<file path="src/clr_consts.vh">
// constants for the control line loopback router and its register slave
// Behaviour
// - terminal role, loopback: logic inputs a and b return to their own logic outputs; logic output c also takes input b.
// - terminal role, normal: logic inputs drive the line, line receivers feed logic outputs.
// - equipment role, loopback: line a and b receivers return to their own line outputs, line c takes b; logic a returns, input c feeds output b.
// - equipment role, normal: logic inputs drive the line, receivers feed logic outputs.
// - unused line output in the active role may stay undriven or take any value.
// - role 1 is equipment, 0 terminal; loopback pin low enables loopback.
`ifndef CLR_CONSTS_VH
`define CLR_CONSTS_VH

// avalon byte addresses, one aligned word each
`define CLR_ADDR_W 4
`define CLR_OFS_STATUS 4'h0
`define CLR_OFS_CTRL 4'h4
`define CLR_OFS_CHANGES 4'h8

// pin meanings
`define CLR_ROLE_EQUIP 1'b1
`define CLR_ROLE_TERM 1'b0
`define CLR_LOOP_ON 1'b0

// status fields
`define CLR_ST_ROLE 0
`define CLR_ST_LOOP 1
`define CLR_ST_ECHO 2
`define CLR_ST_CLKCNT 3
`define CLR_ST_CLK_INVERT_N 4
`define CLR_ST_DATA_INVERT_N 5
`define CLR_ST_OSC 6
`define CLR_ST_SCEN_LO 8
`define CLR_ST_SCEN_HI 9

// control fields and reset
`define CLR_CTRL_PARK 0
`define CLR_CTRL_DRIVE_UNUSED 1
`define CLR_CTRL_RST 2'h0
`define CLR_CTRL_W 2

// synchroniser and counter widths
`define CLR_NPIN 7
`define CLR_CNT_W 16
`define CLR_CNT_ONE 16'h0001

`endif

</file>
<file path="src/clr_route.v">
// combinational router between the logic side and the line side
`timescale 1ns/1ps
`include "clr_consts.vh"
module clr_route (
  input wire role_sel,
  input wire loop_n,
  input wire park_lvl,
  input wire drive_unused,
  input wire ctl_a_din,
  input wire ctl_b_din,
  input wire ctl_c_din,
  input wire ctl_a_line_rx,
  input wire ctl_b_line_rx,
  input wire ctl_c_line_i,
  input wire ctl_d_line_i,
  output reg ctl_a_dout,
  output reg ctl_b_dout,
  output reg ctl_c_dout,
  output reg ctl_a_line_tx,
  output reg ctl_b_line_tx,
  output reg ctl_c_line_o,
  output reg ctl_c_line_oe_n,
  output reg ctl_d_line_o,
  output reg ctl_d_line_oe_n
);
  wire equip;
  wire loop_on;

  assign equip = (role_sel == `CLR_ROLE_EQUIP);
  assign loop_on = (loop_n == `CLR_LOOP_ON);

  // pure select logic: a pin change redirects every path at once
  always @*
  begin
    ctl_a_dout = loop_on ? ctl_a_din : ctl_a_line_rx;
    ctl_a_line_tx = loop_on ? ctl_a_line_rx : ctl_a_din;
    ctl_b_dout = ctl_b_line_rx;
    ctl_b_line_tx = ctl_b_din;
    ctl_c_dout = ctl_c_line_i;
    ctl_c_line_o = park_lvl;
    ctl_c_line_oe_n = 1'b1;
    ctl_d_line_o = park_lvl;
    ctl_d_line_oe_n = 1'b1;
    if (equip)
    begin
      // line c is driven, line d is received
      ctl_c_dout = ctl_d_line_i;
      ctl_c_line_oe_n = 1'b0;
      if (loop_on)
      begin
        ctl_b_dout = ctl_c_din;
        ctl_b_line_tx = ctl_b_line_rx;
        ctl_c_line_o = ctl_b_line_rx;
      end
      else
      begin
        ctl_c_line_o = ctl_c_din;
      end
      // unused line d may be parked when software asks
      ctl_d_line_oe_n = ~drive_unused;
    end
    else
    begin
      // line d is driven, line c is received
      ctl_d_line_o = ctl_c_din;
      ctl_d_line_oe_n = 1'b0;
      if (loop_on)
      begin
        ctl_b_dout = ctl_b_din;
        ctl_c_dout = ctl_b_din;
        ctl_b_line_tx = ctl_c_line_i;
      end
      else
      begin
        ctl_c_dout = ctl_c_line_i;
      end
      // in loopback line c is an input; only normal mode may park it
      ctl_c_line_oe_n = loop_on ? 1'b1 : ~drive_unused;
    end
  end
endmodule

</file>
<file path="src/clr_top.v">
// control line router top: pin routing plus an avalon status and control slave
`timescale 1ns/1ps
`include "clr_consts.vh"
module clr_top (
  input wire mclk,
  input wire rst,
  input wire role_sel,
  input wire loop_n,
  input wire echo_clk_n,
  input wire clk_count_sel,
  input wire clk_invert_n,
  input wire data_invert_n,
  input wire osc_enable_n,
  input wire ctl_a_din,
  input wire ctl_b_din,
  input wire ctl_c_din,
  input wire ctl_a_line_rx,
  input wire ctl_b_line_rx,
  input wire ctl_c_line_i,
  input wire ctl_d_line_i,
  output wire ctl_a_dout,
  output wire ctl_b_dout,
  output wire ctl_c_dout,
  output wire ctl_a_line_tx,
  output wire ctl_b_line_tx,
  output wire ctl_c_line_o,
  output wire ctl_c_line_oe_n,
  output wire ctl_d_line_o,
  output wire ctl_d_line_oe_n,
  input wire [`CLR_ADDR_W-1:0] avs_address,
  input wire avs_read,
  input wire avs_write,
  input wire [31:0] avs_writedata,
  input wire [3:0] avs_byteenable,
  output wire [31:0] avs_readdata,
  output wire avs_waitrequest
);
  // static strap pins, sampled only for status; routing never waits on them
  wire [`CLR_NPIN-1:0] pin_raw;
  reg [`CLR_NPIN-1:0] pin_s1_q;
  reg [`CLR_NPIN-1:0] pin_s2_q;
  reg [`CLR_NPIN-1:0] pin_s3_q;
  reg [`CLR_NPIN-1:0] pin_stable_q;
  reg [`CLR_CNT_W-1:0] changes_q;
  reg [`CLR_CTRL_W-1:0] ctrl_q;
  reg [31:0] rdata_q;
  reg wait_q;
  reg ack_q;
  reg [31:0] rdata_d;
  wire [`CLR_NPIN-1:0] pin_agree;
  wire pin_changed;
  wire req;

  assign pin_raw = {osc_enable_n, data_invert_n, clk_invert_n, clk_count_sel,
                    echo_clk_n, loop_n, role_sel};

  // three-stage sampler per pin; a level counts once stages two and three agree
  genvar gi;
  generate
    for (gi = 0; gi < `CLR_NPIN; gi = gi + 1)
    begin : g_pin
      assign pin_agree[gi] = (pin_s2_q[gi] == pin_s3_q[gi]);
      always @(posedge mclk)
      begin
        if (rst)
        begin
          pin_s1_q[gi] <= 1'b0;
          pin_s2_q[gi] <= 1'b0;
          pin_s3_q[gi] <= 1'b0;
        end
        else
        begin
          pin_s1_q[gi] <= pin_raw[gi];
          pin_s2_q[gi] <= pin_s1_q[gi];
          pin_s3_q[gi] <= pin_s2_q[gi];
        end
      end
    end
  endgenerate

  // settled pin view; host changes of any of the seven strap pins are counted for software
  assign pin_changed = |(pin_agree & (pin_s3_q ^ pin_stable_q));
  always @(posedge mclk)
  begin
    if (rst)
    begin
      pin_stable_q <= {`CLR_NPIN{1'b0}};
      changes_q <= {`CLR_CNT_W{1'b0}};
    end
    else
    begin
      pin_stable_q <= (pin_agree & pin_s3_q) | (~pin_agree & pin_stable_q);
      // saturate rather than wrap so a stuck pin is not hidden
      if (pin_changed && (changes_q != {`CLR_CNT_W{1'b1}}))
      begin
        changes_q <= changes_q + `CLR_CNT_ONE;
      end
    end
  end

  // the router itself; its outputs are combinational on purpose
  clr_route u_route (
    .role_sel(role_sel),
    .loop_n(loop_n),
    .park_lvl(ctrl_q[`CLR_CTRL_PARK]),
    .drive_unused(ctrl_q[`CLR_CTRL_DRIVE_UNUSED]),
    .ctl_a_din(ctl_a_din),
    .ctl_b_din(ctl_b_din),
    .ctl_c_din(ctl_c_din),
    .ctl_a_line_rx(ctl_a_line_rx),
    .ctl_b_line_rx(ctl_b_line_rx),
    .ctl_c_line_i(ctl_c_line_i),
    .ctl_d_line_i(ctl_d_line_i),
    .ctl_a_dout(ctl_a_dout),
    .ctl_b_dout(ctl_b_dout),
    .ctl_c_dout(ctl_c_dout),
    .ctl_a_line_tx(ctl_a_line_tx),
    .ctl_b_line_tx(ctl_b_line_tx),
    .ctl_c_line_o(ctl_c_line_o),
    .ctl_c_line_oe_n(ctl_c_line_oe_n),
    .ctl_d_line_o(ctl_d_line_o),
    .ctl_d_line_oe_n(ctl_d_line_oe_n)
  );

  // read mux; unmapped addresses read zero
  always @*
  begin
    rdata_d = 32'h00000000;
    case (avs_address)
      `CLR_OFS_STATUS:
      begin
        rdata_d[`CLR_NPIN-1:0] = pin_stable_q;
        rdata_d[`CLR_ST_SCEN_LO] = pin_stable_q[`CLR_ST_LOOP];
        rdata_d[`CLR_ST_SCEN_HI] = pin_stable_q[`CLR_ST_ROLE];
      end
      `CLR_OFS_CTRL:
      begin
        rdata_d[`CLR_CTRL_W-1:0] = ctrl_q;
      end
      `CLR_OFS_CHANGES:
      begin
        rdata_d[`CLR_CNT_W-1:0] = changes_q;
      end
      default:
      begin
        rdata_d = 32'h00000000;
      end
    endcase
  end

  // one wait cycle per access: waitrequest drops in the second cycle of a request;
  // a write lands only at the edge where the master sees waitrequest low
  assign req = avs_read | avs_write;
  always @(posedge mclk)
  begin
    if (rst)
    begin
      wait_q <= 1'b1;
      ack_q <= 1'b0;
      rdata_q <= 32'h00000000;
      ctrl_q <= `CLR_CTRL_RST;
    end
    else
    begin
      ack_q <= 1'b0;
      wait_q <= 1'b1;
      if (req && !ack_q && wait_q)
      begin
        // accept: answer stands for exactly one edge
        wait_q <= 1'b0;
        ack_q <= 1'b1;
        rdata_q <= avs_read ? rdata_d : 32'h00000000;
      end
      // completing edge: the master still holds address and data here
      if (ack_q && avs_write && (avs_address == `CLR_OFS_CTRL) && avs_byteenable[0])
      begin
        ctrl_q <= avs_writedata[`CLR_CTRL_W-1:0];
      end
    end
  end

  assign avs_readdata = rdata_q;
  assign avs_waitrequest = wait_q;
endmodule

</file>
<file path="config.mk">
export PLATFORM = sky130hd
export DESIGN_NAME = clr_top
export DESIGN_NICKNAME = d
export VERILOG_FILES = /design/src/clr_route.v /design/src/clr_top.v
export VERILOG_INCLUDE_DIRS = /design/src
export SDC_FILE = /design/constraint.sdc
export NUM_CORES = 1
export LEC_CHECK = 0
export ABC_AREA = 1
export BUFFER_PORTS_ARGS = -buffer_cell sky130_fd_sc_hd__buf_4
export CAP_MARGIN = 20
export CORE_ASPECT_RATIO = 0.6
export CORE_UTILIZATION = 29
export CTS_BUF_LIST = sky130_fd_sc_hd__clkbuf_16
export CTS_CLUSTER_SIZE = 16
export DETAILED_ROUTE_END_ITERATION = 8
export GPL_ROUTABILITY_DRIVEN = 0
export GPL_TIMING_DRIVEN = 0
export PLACE_DENSITY_LB_ADDON = 0.2
export RECOVER_POWER = 50
export SLEW_MARGIN = 20
export SYNTH_ARGS = -nofsm -noshare
export SYNTH_HDL_FRONTEND = slang
export SYNTH_HIERARCHICAL = 1
export SYNTH_SLANG_ARGS = --single-unit
</file>
<file path="constraint.sdc">
create_clock -name mclk -period 1.4 [get_ports mclk]
set_clock_uncertainty 0.05 [all_clocks]
set_input_delay 0.14 -clock mclk [delete_from_list [all_inputs] [get_ports mclk]]
set_output_delay 0.14 -clock mclk [all_outputs]
set_load 0.05 [all_outputs]
</file>
# [After elaboration in Yosys (flattened, before gate mapping)]
# Index checks and enable logic that the tools add are counted.
[classes] add_sub_neg=1 eq_ne=10 muxes=24 bitwise_logic=8 reduce_logical=9
[op_table] op="7-bit bitwise AND" n=3
[op_table] op="1-bit 2-to-1 mux" n=19
[op_table] op="16-bit by 1-bit adder with 16-bit output, second input constant" n=1
[op_table] op="16-bit 2-to-1 mux" n=1
[op_table] op="16-bit inequality test, second input constant" n=1
[op_table] op="5-bit one-hot mux with 2 select lines" n=1
[op_table] op="1-bit == test" n=7
[op_table] op="7-bit NOT" n=1
[op_table] op="7-bit OR" n=1
[op_table] op="7-bit OR reduction" n=1
[op_table] op="7-bit XOR" n=1
[op_table] op="1-bit logical AND" n=6
[op_table] op="6-bit 2-to-1 mux" n=1
[op_table] op="2-bit one-hot mux with 3 select lines" n=1
[op_table] op="4-bit by 3-bit == test with 1-bit output, second input constant" n=1
[op_table] op="4-bit == test, second input constant" n=1
[op_table] op="4-bit zero test" n=1
[op_table] op="2-bit one-hot mux with 2 select lines" n=1
[op_table] op="1-bit zero test" n=1
[op_table] op="1-bit NOT" n=1
[op_table] op="1-bit OR" n=1
[word_totals] ff_bits=80 inputBits=58 out_inout_bits=42 word_cells=79

# [Depth between registers and ports, before layout]
# Gate-level depths: netlist (run 1).
[logic_depth] word_depth=4 ltp_mapped=10 depth_no_buf=9

# [Hierarchy]
# The synthesis (run 1) kept the hierarchy.
[by_module_without_submodules] module="clr_top" instances=1 cells_each=389 area_each_um2=2827.7
[by_module_without_submodules] module="clr_route" instances=1 cells_each=37 area_each_um2=160.2

# [Worst setup path after synthesis (run 1)]
# No wires, ideal clock.
[synth_path] kind="register to register" startpoint="register wait_q, in the netlist avs_waitrequest" endpoint="register rdata_q[2], in the netlist avs_readdata[2]" setup_time_ns=0.117 t_arrival_ns=1.451 t_required_ns=1.233 path_slack_ns=-0.217 path_stages_with_launch=8 n_path_buf=1 path_cell_list="dfxtp_1 -> inv_1 -> nor2_1 -> nand2_1 -> nand2_1 -> inv_1 -> clkbuf_1 -> a22o_1"
[synth_between] elab_chain_len=1
[synth_lines] element="start: declaration" line="clr_top.v:47" rtl="reg wait_q;"
[synth_lines] element="start signal: assignment" line="clr_top.v:158" rtl="wait_q <= 1'b1;"
[synth_lines] element="start signal: assignment" line="clr_top.v:166" rtl="wait_q <= 1'b1;"
[synth_lines] element="start signal: assignment" line="clr_top.v:170" rtl="wait_q <= 1'b0;"
[synth_lines] element="1-bit logical AND" line="clr_top.v:167" rtl="if (req && !ack_q && wait_q)"
[synth_lines] element="end signal: assignment" line="clr_top.v:172" rtl="rdata_q <= avs_read ? rdata_d : 32'h00000000;"
[synth_lines] element="end: declaration" line="clr_top.v:46" rtl="reg [31:0] rdata_q;"
# Every way passes these cells.
# A chain may end at the register's enable or synchronous reset.

# [Worst setup path in the final report (run 1)]
[layout_path] startpoint="register changes_q[1]" endpoint="register changes_q[7]"
[layout_between] elab_chain_len=2 word_cells_on_any_way=3 classes_between="1 x add/sub; 1 x eq/ne; 1 x reduce/logical"
[layout_lines] element="start: declaration" line="clr_top.v:44" rtl="reg [`CLR_CNT_W-1:0] changes_q;"
[layout_lines] element="start signal: assignment" line="clr_top.v:88" rtl="changes_q <= {`CLR_CNT_W{1'b0}};"
[layout_lines] element="start signal: assignment" line="clr_top.v:96" rtl="changes_q <= changes_q + `CLR_CNT_ONE;"
[layout_lines] element="parallel branches: the longest is 2 deep, another holds 16-bit by 1-bit adder with 16-bit output"
# Parallel ways; which one is timed is not known.

==> results of run 1 <==
[layout make-up]
cell class,instances,share of cell area
multi-input combinational,295,0.3537
buffer,27,0.05395
clock inverter,7,0.01645
tap,135,0.03895
clock buffer,9,0.05193
inverter,55,0.05136
sequential,64,0.3018
timing repair buffer,71,0.1319
[critical path: cells and delay by family, from the launching register on]
family / cells / cell delay, ps
compound gates: 1 / 120
fa+ha+maj: 1 / 140
buf+inv: 1 / 170
flops: 1 / 370
simple gates: 6 / 520
[metal layers]
metal  up-vias  GRT usage
met5         -          0
met4         0    0.05402
met2        69     0.2220
li1       1496          -
met1      1249     0.2128
met3         6    0.05808
[power by group through the flow]
stage,Sequential (mW),Combinational (mW),Clock (mW)
2_1_floorplan,1.92,0.344,0
3_3_place_gp,1.91,0.491,0
3_5_place_dp,1.91,0.496,0
4_1_cts,1.87,0.545,2.27
5_1_grt,1.87,0.601,2.37
6_report,1.87,0.555,2.21
[cells in the mapped netlist, drive strengths merged, types with 3 or more instances]
| library cell | instances |
|---|---|
| a21oi | 20 |
| a22o | 7 |
| buf | 24 |
| clkbuf | 3 |
| dfxtp | 64 |
| inv | 55 |
| nand2 | 115 |
| nand3 | 30 |
| nand4 | 5 |
| nor2 | 83 |
| o211ai | 3 |
| o21ai | 12 |
[stage by stage]
stage | util | hold WS (ps) | area (um^2) | worst slack, ps
3_5_place_dp | 0.3628 | 299.5 | 3610 | -288.9
5_1_grt | 0.4359 | 28.20 | 4337 | -190.6
4_1_cts | 0.4191 | 11.09 | 4170 | -60.07
2_1_floorplan | - | 161.3 | 3065 | -97.82
3_3_place_gp | 0.3628 | 292.6 | 3610 | -250.4
6_report | 0.4359 | 24.46 | 4337 | -91.58
[path summary, 6_finish.rpt]
check             cells past startpoint  slack [ps]           end
setup / recovery                      9         -90  changes_q[7]
hold / removal                        3          20   pin_s1_q[0]
setup reg to reg                      9         -90  changes_q[7]
hold reg to reg                       2         350   pin_s2_q[1]
[timing repair]
| item | CTS | global route |
|---|---|---|
| hold buffers | 9 | 0 |
| endpoints found under the setup margin | 29 | 30 |
| pin swaps | 22 | 24 |
| gates cloned | 1 | 1 |
| buffers inserted | 9 | 1 |
| gates resized for setup | 34 | 48 |
| hold endpoints to repair | 10 | 0 |
[cell families after synthesis]
group                    Yosys count  share of synthesized area
AND/OR/NAND/NOR                  234                     0.3417
buffers and inverters             82                     0.1382
flip-flops                        64                     0.4288
AO/OA/AOI/OAI                     44                    0.08585
adder cells (fa/ha/maj)            1                   0.004187
other                              1                   0.001255
==> impl_metrics.py, run 1 <==
metrics = {
    "placed_design": {
        "port_buffers": 50,
        "place_inst": 626,
        "dp_hpwl_um": 5464,
    },
    "drt": {
        "antenna_left": 0,
        "count_of_routing_violations_after_the_opening_detailed_route_iteration": 179,
        "topRoutingLayerUsed": "met4",
        "post-route-drc-count": 0,
        "post_drt_via_cell_ratio": 4.253,
        "routedWlPerCell_um": 11.78,
        "detailed_routing_iteration_count_for_the_pre_antenna_repair_pass": 4,
        "num_vias": 2820,
        "wl_met3_um": 497,
        "postRouteWirelength_um": 7810,
        "wl_met2_um": 3106,
        "route.layer.met1.wl_um": 4143,
    },
    "synth": {
        "synth.ff_latch_count": 64,
        "async_reset_ff_frac": 0,
        "synth_top_flop_cell": "dfxtp_1",
        "yosys_warnings": 6,
        "netlist_top_cells_area": "dfxtp_1 (43%), nand2_1 (14%), nor2_1 (8.8%)",
        "synth.lib_cells_used.distinct": 30,
        "avgSynthCellArea_um2": 7.014,
        "synth_edf_count": 0,
        "ys_seq_area_frac": 0.4288,
        "synth_cells": 426,
        "synth_area_leader_cell": "dfxtp_1",
        "yosysTopAreaCellShare": 0.4288,
        "mappedNetlistArea_um2": 2988,
    },
    "clock_network": {
        "cts_buffer_depth": 2,
        "cts_made_buffers": 9,
        "clkTransAtPathRegs_ps": 60,
        "cts_tree": "yes",
        "ctsRootBufferMaster": "clkbuf_16",
        "h-tree-depth": 3,
        "clock_insertion_delay_worst_skew_ps": 340,
        "clock_sinks": 64,
    },
    "power_and_ir_drop": {
        "internal-power_mw": 3.416,
        "comb_power_share": 0.120,
        "clockPowerShare": 0.477,
        "static-leakage-power_nw": 1.992,
        "ir_drop_v": 0.0006888,
        "power_density_nw_per_um2": 1068,
        "power.net_switching_mw": 1.217,
        "fraction_of_power_spent_switching_nets": 0.2627,
        "seqPwrFrac": 0.403,
        "total_power_mw": 4.634,
    },
    "layout": {
        "layout.area.seq_um2": 1309,
        "leading_cell_types_in_the_layout_fill_and_taps_excluded": "nand2_1 (106), buf_4 (70), nor2_1 (64)",
        "mostFrequentLayoutCell": "nand2_1",
        "num_antenna_cells": 0,
        "area_occupied_by_multi_input_gates_um2": 1534,
        "fillCellCount": 1002,
        "final_nets": 582,
        "drive_gt1_frac": 0.3277,
        "areaGrowthSynthToFinish_pct": 45.14,
        "final-instance-count-excl-fill": 663,
    },
    "flow_run": {
        "maxCapViolCount": 0,
    },
    "run_status": {
        "violations": "negative setup slack",
        "outcome": "complete, but fails checks",
    },
    "sta": {
        "number_of_failing_hold_endpoints_at_the_final_stage": 0,
        "final.period_utilization": 1.065,
        "finalMaxSlewViolations": 0,
        "finalSetupTns_ps": -1127,
        "slew_headroom": 0.6014,
        "grt_setup_unrepaired": "yes",
        "worstMarginPinSlew_ps": 600.4,
        "maxClockFrequency_mhz": 670.4,
        "postLayoutSetupSlackWorst_ps": -91.58,
        "min_period_ps": 1492,
        "finalSetupViolCount": 16,
    },
    "setup_path": {
        "critPathMostFrequentCell": "nor2_4",
        "cp.required_ps": 1580,
        "crit_path_max_incr_delay_ps": 370,
        "timing.critical_path.cells": "ha_4 -> nand2_4 -> nor2_4 -> nand3_4 -> nor2_8 -> clkbuf_16 -> nor2_4 -> a21oi_2 -> nor2_1",
        "crit_start": "changes_q[1]",
        "biggest_fanout_along_the_worst_timing_path": 5,
        "setup.worst_path.end_class": "flip-flop",
        "cp_slowest_cell": "dfxtp_4",
        "r2r-start": "changes_q[1]",
        "critPathKind": "reg2reg",
        "arrival_ps": 1670,
        "start_kind": "flip-flop",
    },
    "die": {
        "number_of_placement_rows": 28,
        "dieHeight_um": 80.63,
        "fp.dieW_um": 133.0,
        "initial_core_util": 0.3003,
        "io_pins": 100,
        "floorplan.die_area_um2": 10730,
        "core_area_um2": 9950,
    },
    "global_routing": {
        "grt_max_degree": 13,
        "grt_first_pass_wirelength_um": 12560,
        "global_route.usage.total": 0.1561,
        "overflow": 0,
        "grt_pass1_vias": 2637,
        "grt_antenna_before_repair": 0,
    },
    "hold_path": {
        "worstHoldStart": "role_sel",
        "worstHoldPathType": "in2reg",
    },
}
Power figures use the tool's default switching activity.
==> run 2, diff against run 1 <==
Settings changed: GPL_TIMING_DRIVEN 0 to default, PLACE_DENSITY_LB_ADDON 0.2 to default.
Clock period 1.4 ns to 1.5 ns, I/O delays scaled along.
==> impl_metrics.py, run 2 (synthesis gave the netlist of run 1 again) <==
metrics = {
    "placed_design": {
        "dp_hpwl_um": 5155,
        "pre_cts_ws_ps": -30.46,
        "port_buffers": 50,
        "place_area_um2": 3636,
        "place_inst": 626,
    },
    "drt": {
        "antenna_left": 0,
        "count_of_routing_violations_after_the_opening_detailed_route_iteration": 243,
        "routedWlPerCell_um": 11.03,
        "post_drt_via_cell_ratio": 4.270,
        "route.layer.met1.wl_um": 3628,
        "num_vias": 2784,
        "detailed_routing_iteration_count_for_the_pre_antenna_repair_pass": 4,
        "wl_met3_um": 397,
        "postRouteWirelength_um": 7194,
        "post-route-drc-count": 0,
        "topRoutingLayerUsed": "met4",
        "wl_met2_um": 3151,
    },
    "layout": {
        "final-instance-count-excl-fill": 652,
        "areaGrowthSynthToFinish_pct": 38.36,
        "mostFrequentLayoutCell": "nand2_1",
        "drive_gt1_frac": 0.2573,
        "num_antenna_cells": 0,
        "layout.cell_area.non_filler_um2": 4134,
        "leading_cell_types_in_the_layout_fill_and_taps_excluded": "nand2_1 (111), buf_4 (74), nor2_1 (68)",
        "final_core_util": 0.4155,
        "fillCellCount": 1009,
        "final_nets": 571,
    },
    "run_status": {
        "outcome": "complete, but fails checks",
        "violations": "negative setup slack",
    },
    "setup_path": {
        "r2r-start": "changes_q[0]",
        "biggest_fanout_along_the_worst_timing_path": 6,
        "critPathKind": "reg2reg",
        "rr_endpoint": "changes_q[9]",
        "cp.required_ps": 1670,
        "start_kind": "flip-flop",
        "worst-r2r-setup-slack_ps": -30,
        "worstRegToRegCells": 9,
        "timing.critical_path.cells": "ha_4 -> nand2_4 -> nor2_4 -> nand3_4 -> nor2_8 -> buf_12 -> nor2_2 -> a21oi_1 -> nor2_1",
        "crit_path_max_incr_delay_ps": 360,
        "cp_slowest_cell": "dfxtp_2",
        "crit_start": "changes_q[0]",
        "setup.worst_path.end_class": "flip-flop",
        "arrival_ps": 1700,
        "worstSetupEndpoint": "changes_q[9]",
    },
    "clock_network": {
        "clock_insertion_delay_worst_skew_ps": 330,
        "cts_buffer_depth": 2,
        "h-tree-depth": 3,
        "ctsRootBufferMaster": "clkbuf_16",
        "clock_sinks": 64,
        "clkTransAtPathRegs_ps": 50,
        "cts_made_buffers": 9,
        "cts_tree": "yes",
    },
    "sta": {
        "finalSetupViolCount": 1,
        "worstMarginPinSlew_ps": 959.0,
        "final.period_utilization": 1.020,
        "finalSetupTns_ps": -29.97,
        "maxClockFrequency_mhz": 653.6,
        "min_period_ps": 1530,
        "postLayoutSetupSlackWorst_ps": -29.97,
        "fin_worst_hold_slack_ps": 44.15,
        "number_of_failing_hold_endpoints_at_the_final_stage": 0,
        "slew_headroom": 0.3607,
        "finalMaxSlewViolations": 0,
        "grt_setup_unrepaired": "yes",
    },
    "hold_path": {
        "worstHoldStart": "role_sel",
        "worstHoldPathType": "in2reg",
    },
    "global_routing": {
        "overflow": 0,
        "grt_antenna_before_repair": 0,
        "grt_pass1_vias": 2578,
        "grt_first_pass_wirelength_um": 11900,
        "global_route.usage.total": 0.1478,
        "grt_max_degree": 33,
    },
    "power_and_ir_drop": {
        "power.net_switching_mw": 1.103,
        "comb_power_share": 0.104,
        "fraction_of_power_spent_switching_nets": 0.2490,
        "ir_drop_v": 0.0005251,
        "power_density_nw_per_um2": 1071,
        "clockPowerShare": 0.502,
        "static-leakage-power_nw": 1.935,
        "internal-power_mw": 3.327,
        "total_power_mw": 4.429,
        "seqPwrFrac": 0.394,
    },
    "die": {
        "dieHeight_um": 80.63,
        "initial_core_util": 0.3003,
        "fp.dieW_um": 133.0,
        "core_area_um2": 9950,
        "io_pins": 100,
        "floorplan.die_area_um2": 10730,
        "number_of_placement_rows": 28,
    },
    "flow_run": {
        "maxCapViolCount": 0,
    },
}
==> run 2: what timing repair did <==
item	4_1_cts	5_1_grt
setup endpoints to repair	5	23
setup buffers	0	2
gates resized for setup	3	15
cloned	1	0
pin swaps	2	13
hold buffers	7	0
hold endpoints to repair	7	0
==> run 2: routing by layer <==
metal	track usage	vias up
met5	0	-
met4	0.06552	0
met3	0.05177	2
met2	0.2246	57
met1	0.1885	1255
li1	-	1470
==> run 2: power groups by stage <==
stage | sequential, mW | combinational (mW) | clock, mW
after global placement | 1.78 | 0.424 | 0
final | 1.75 | 0.460 | 2.22
after floorplan | 1.79 | 0.322 | 0
after detailed placement | 1.79 | 0.430 | 0
after CTS | 1.75 | 0.446 | 2.27
after global routing | 1.75 | 0.500 | 2.37
==> run 2: critical path, delay by kind of cell (launching register included) <==
family                     cells  cell delay, ps
and+or+nand+nor                6             540
DFF                            1             360
AOI/OAI and AO/OA              1             160
adders and majority gates      1             150
buffers and inverters          1             140
==> run 2: worst min-delay path by stage <==
stage,end,cells past startpoint,slack (ps)
after detailed placement,pin_s1_q[5],3,310
after global routing,pin_s1_q[0],3,40
final,pin_s1_q[0],3,40
after CTS,pin_s1_q[0],3,30
after floorplan,pin_s3_q[6],1,170
after global placement,pin_s1_q[6],3,300
==> run 2: final cells by class <==
class,count,area [um^2],share of cell area
Clock buffer,9,225.2,0.05448
Clock inverter,7,96.34,0.02331
Inverter,55,217.7,0.05266
Multi-Input combinational cell,295,1406,0.3402
Sequential cell,64,1291,0.3123
Tap cell,135,168.9,0.04086
Timing Repair Buffer,87,728.2,0.1762
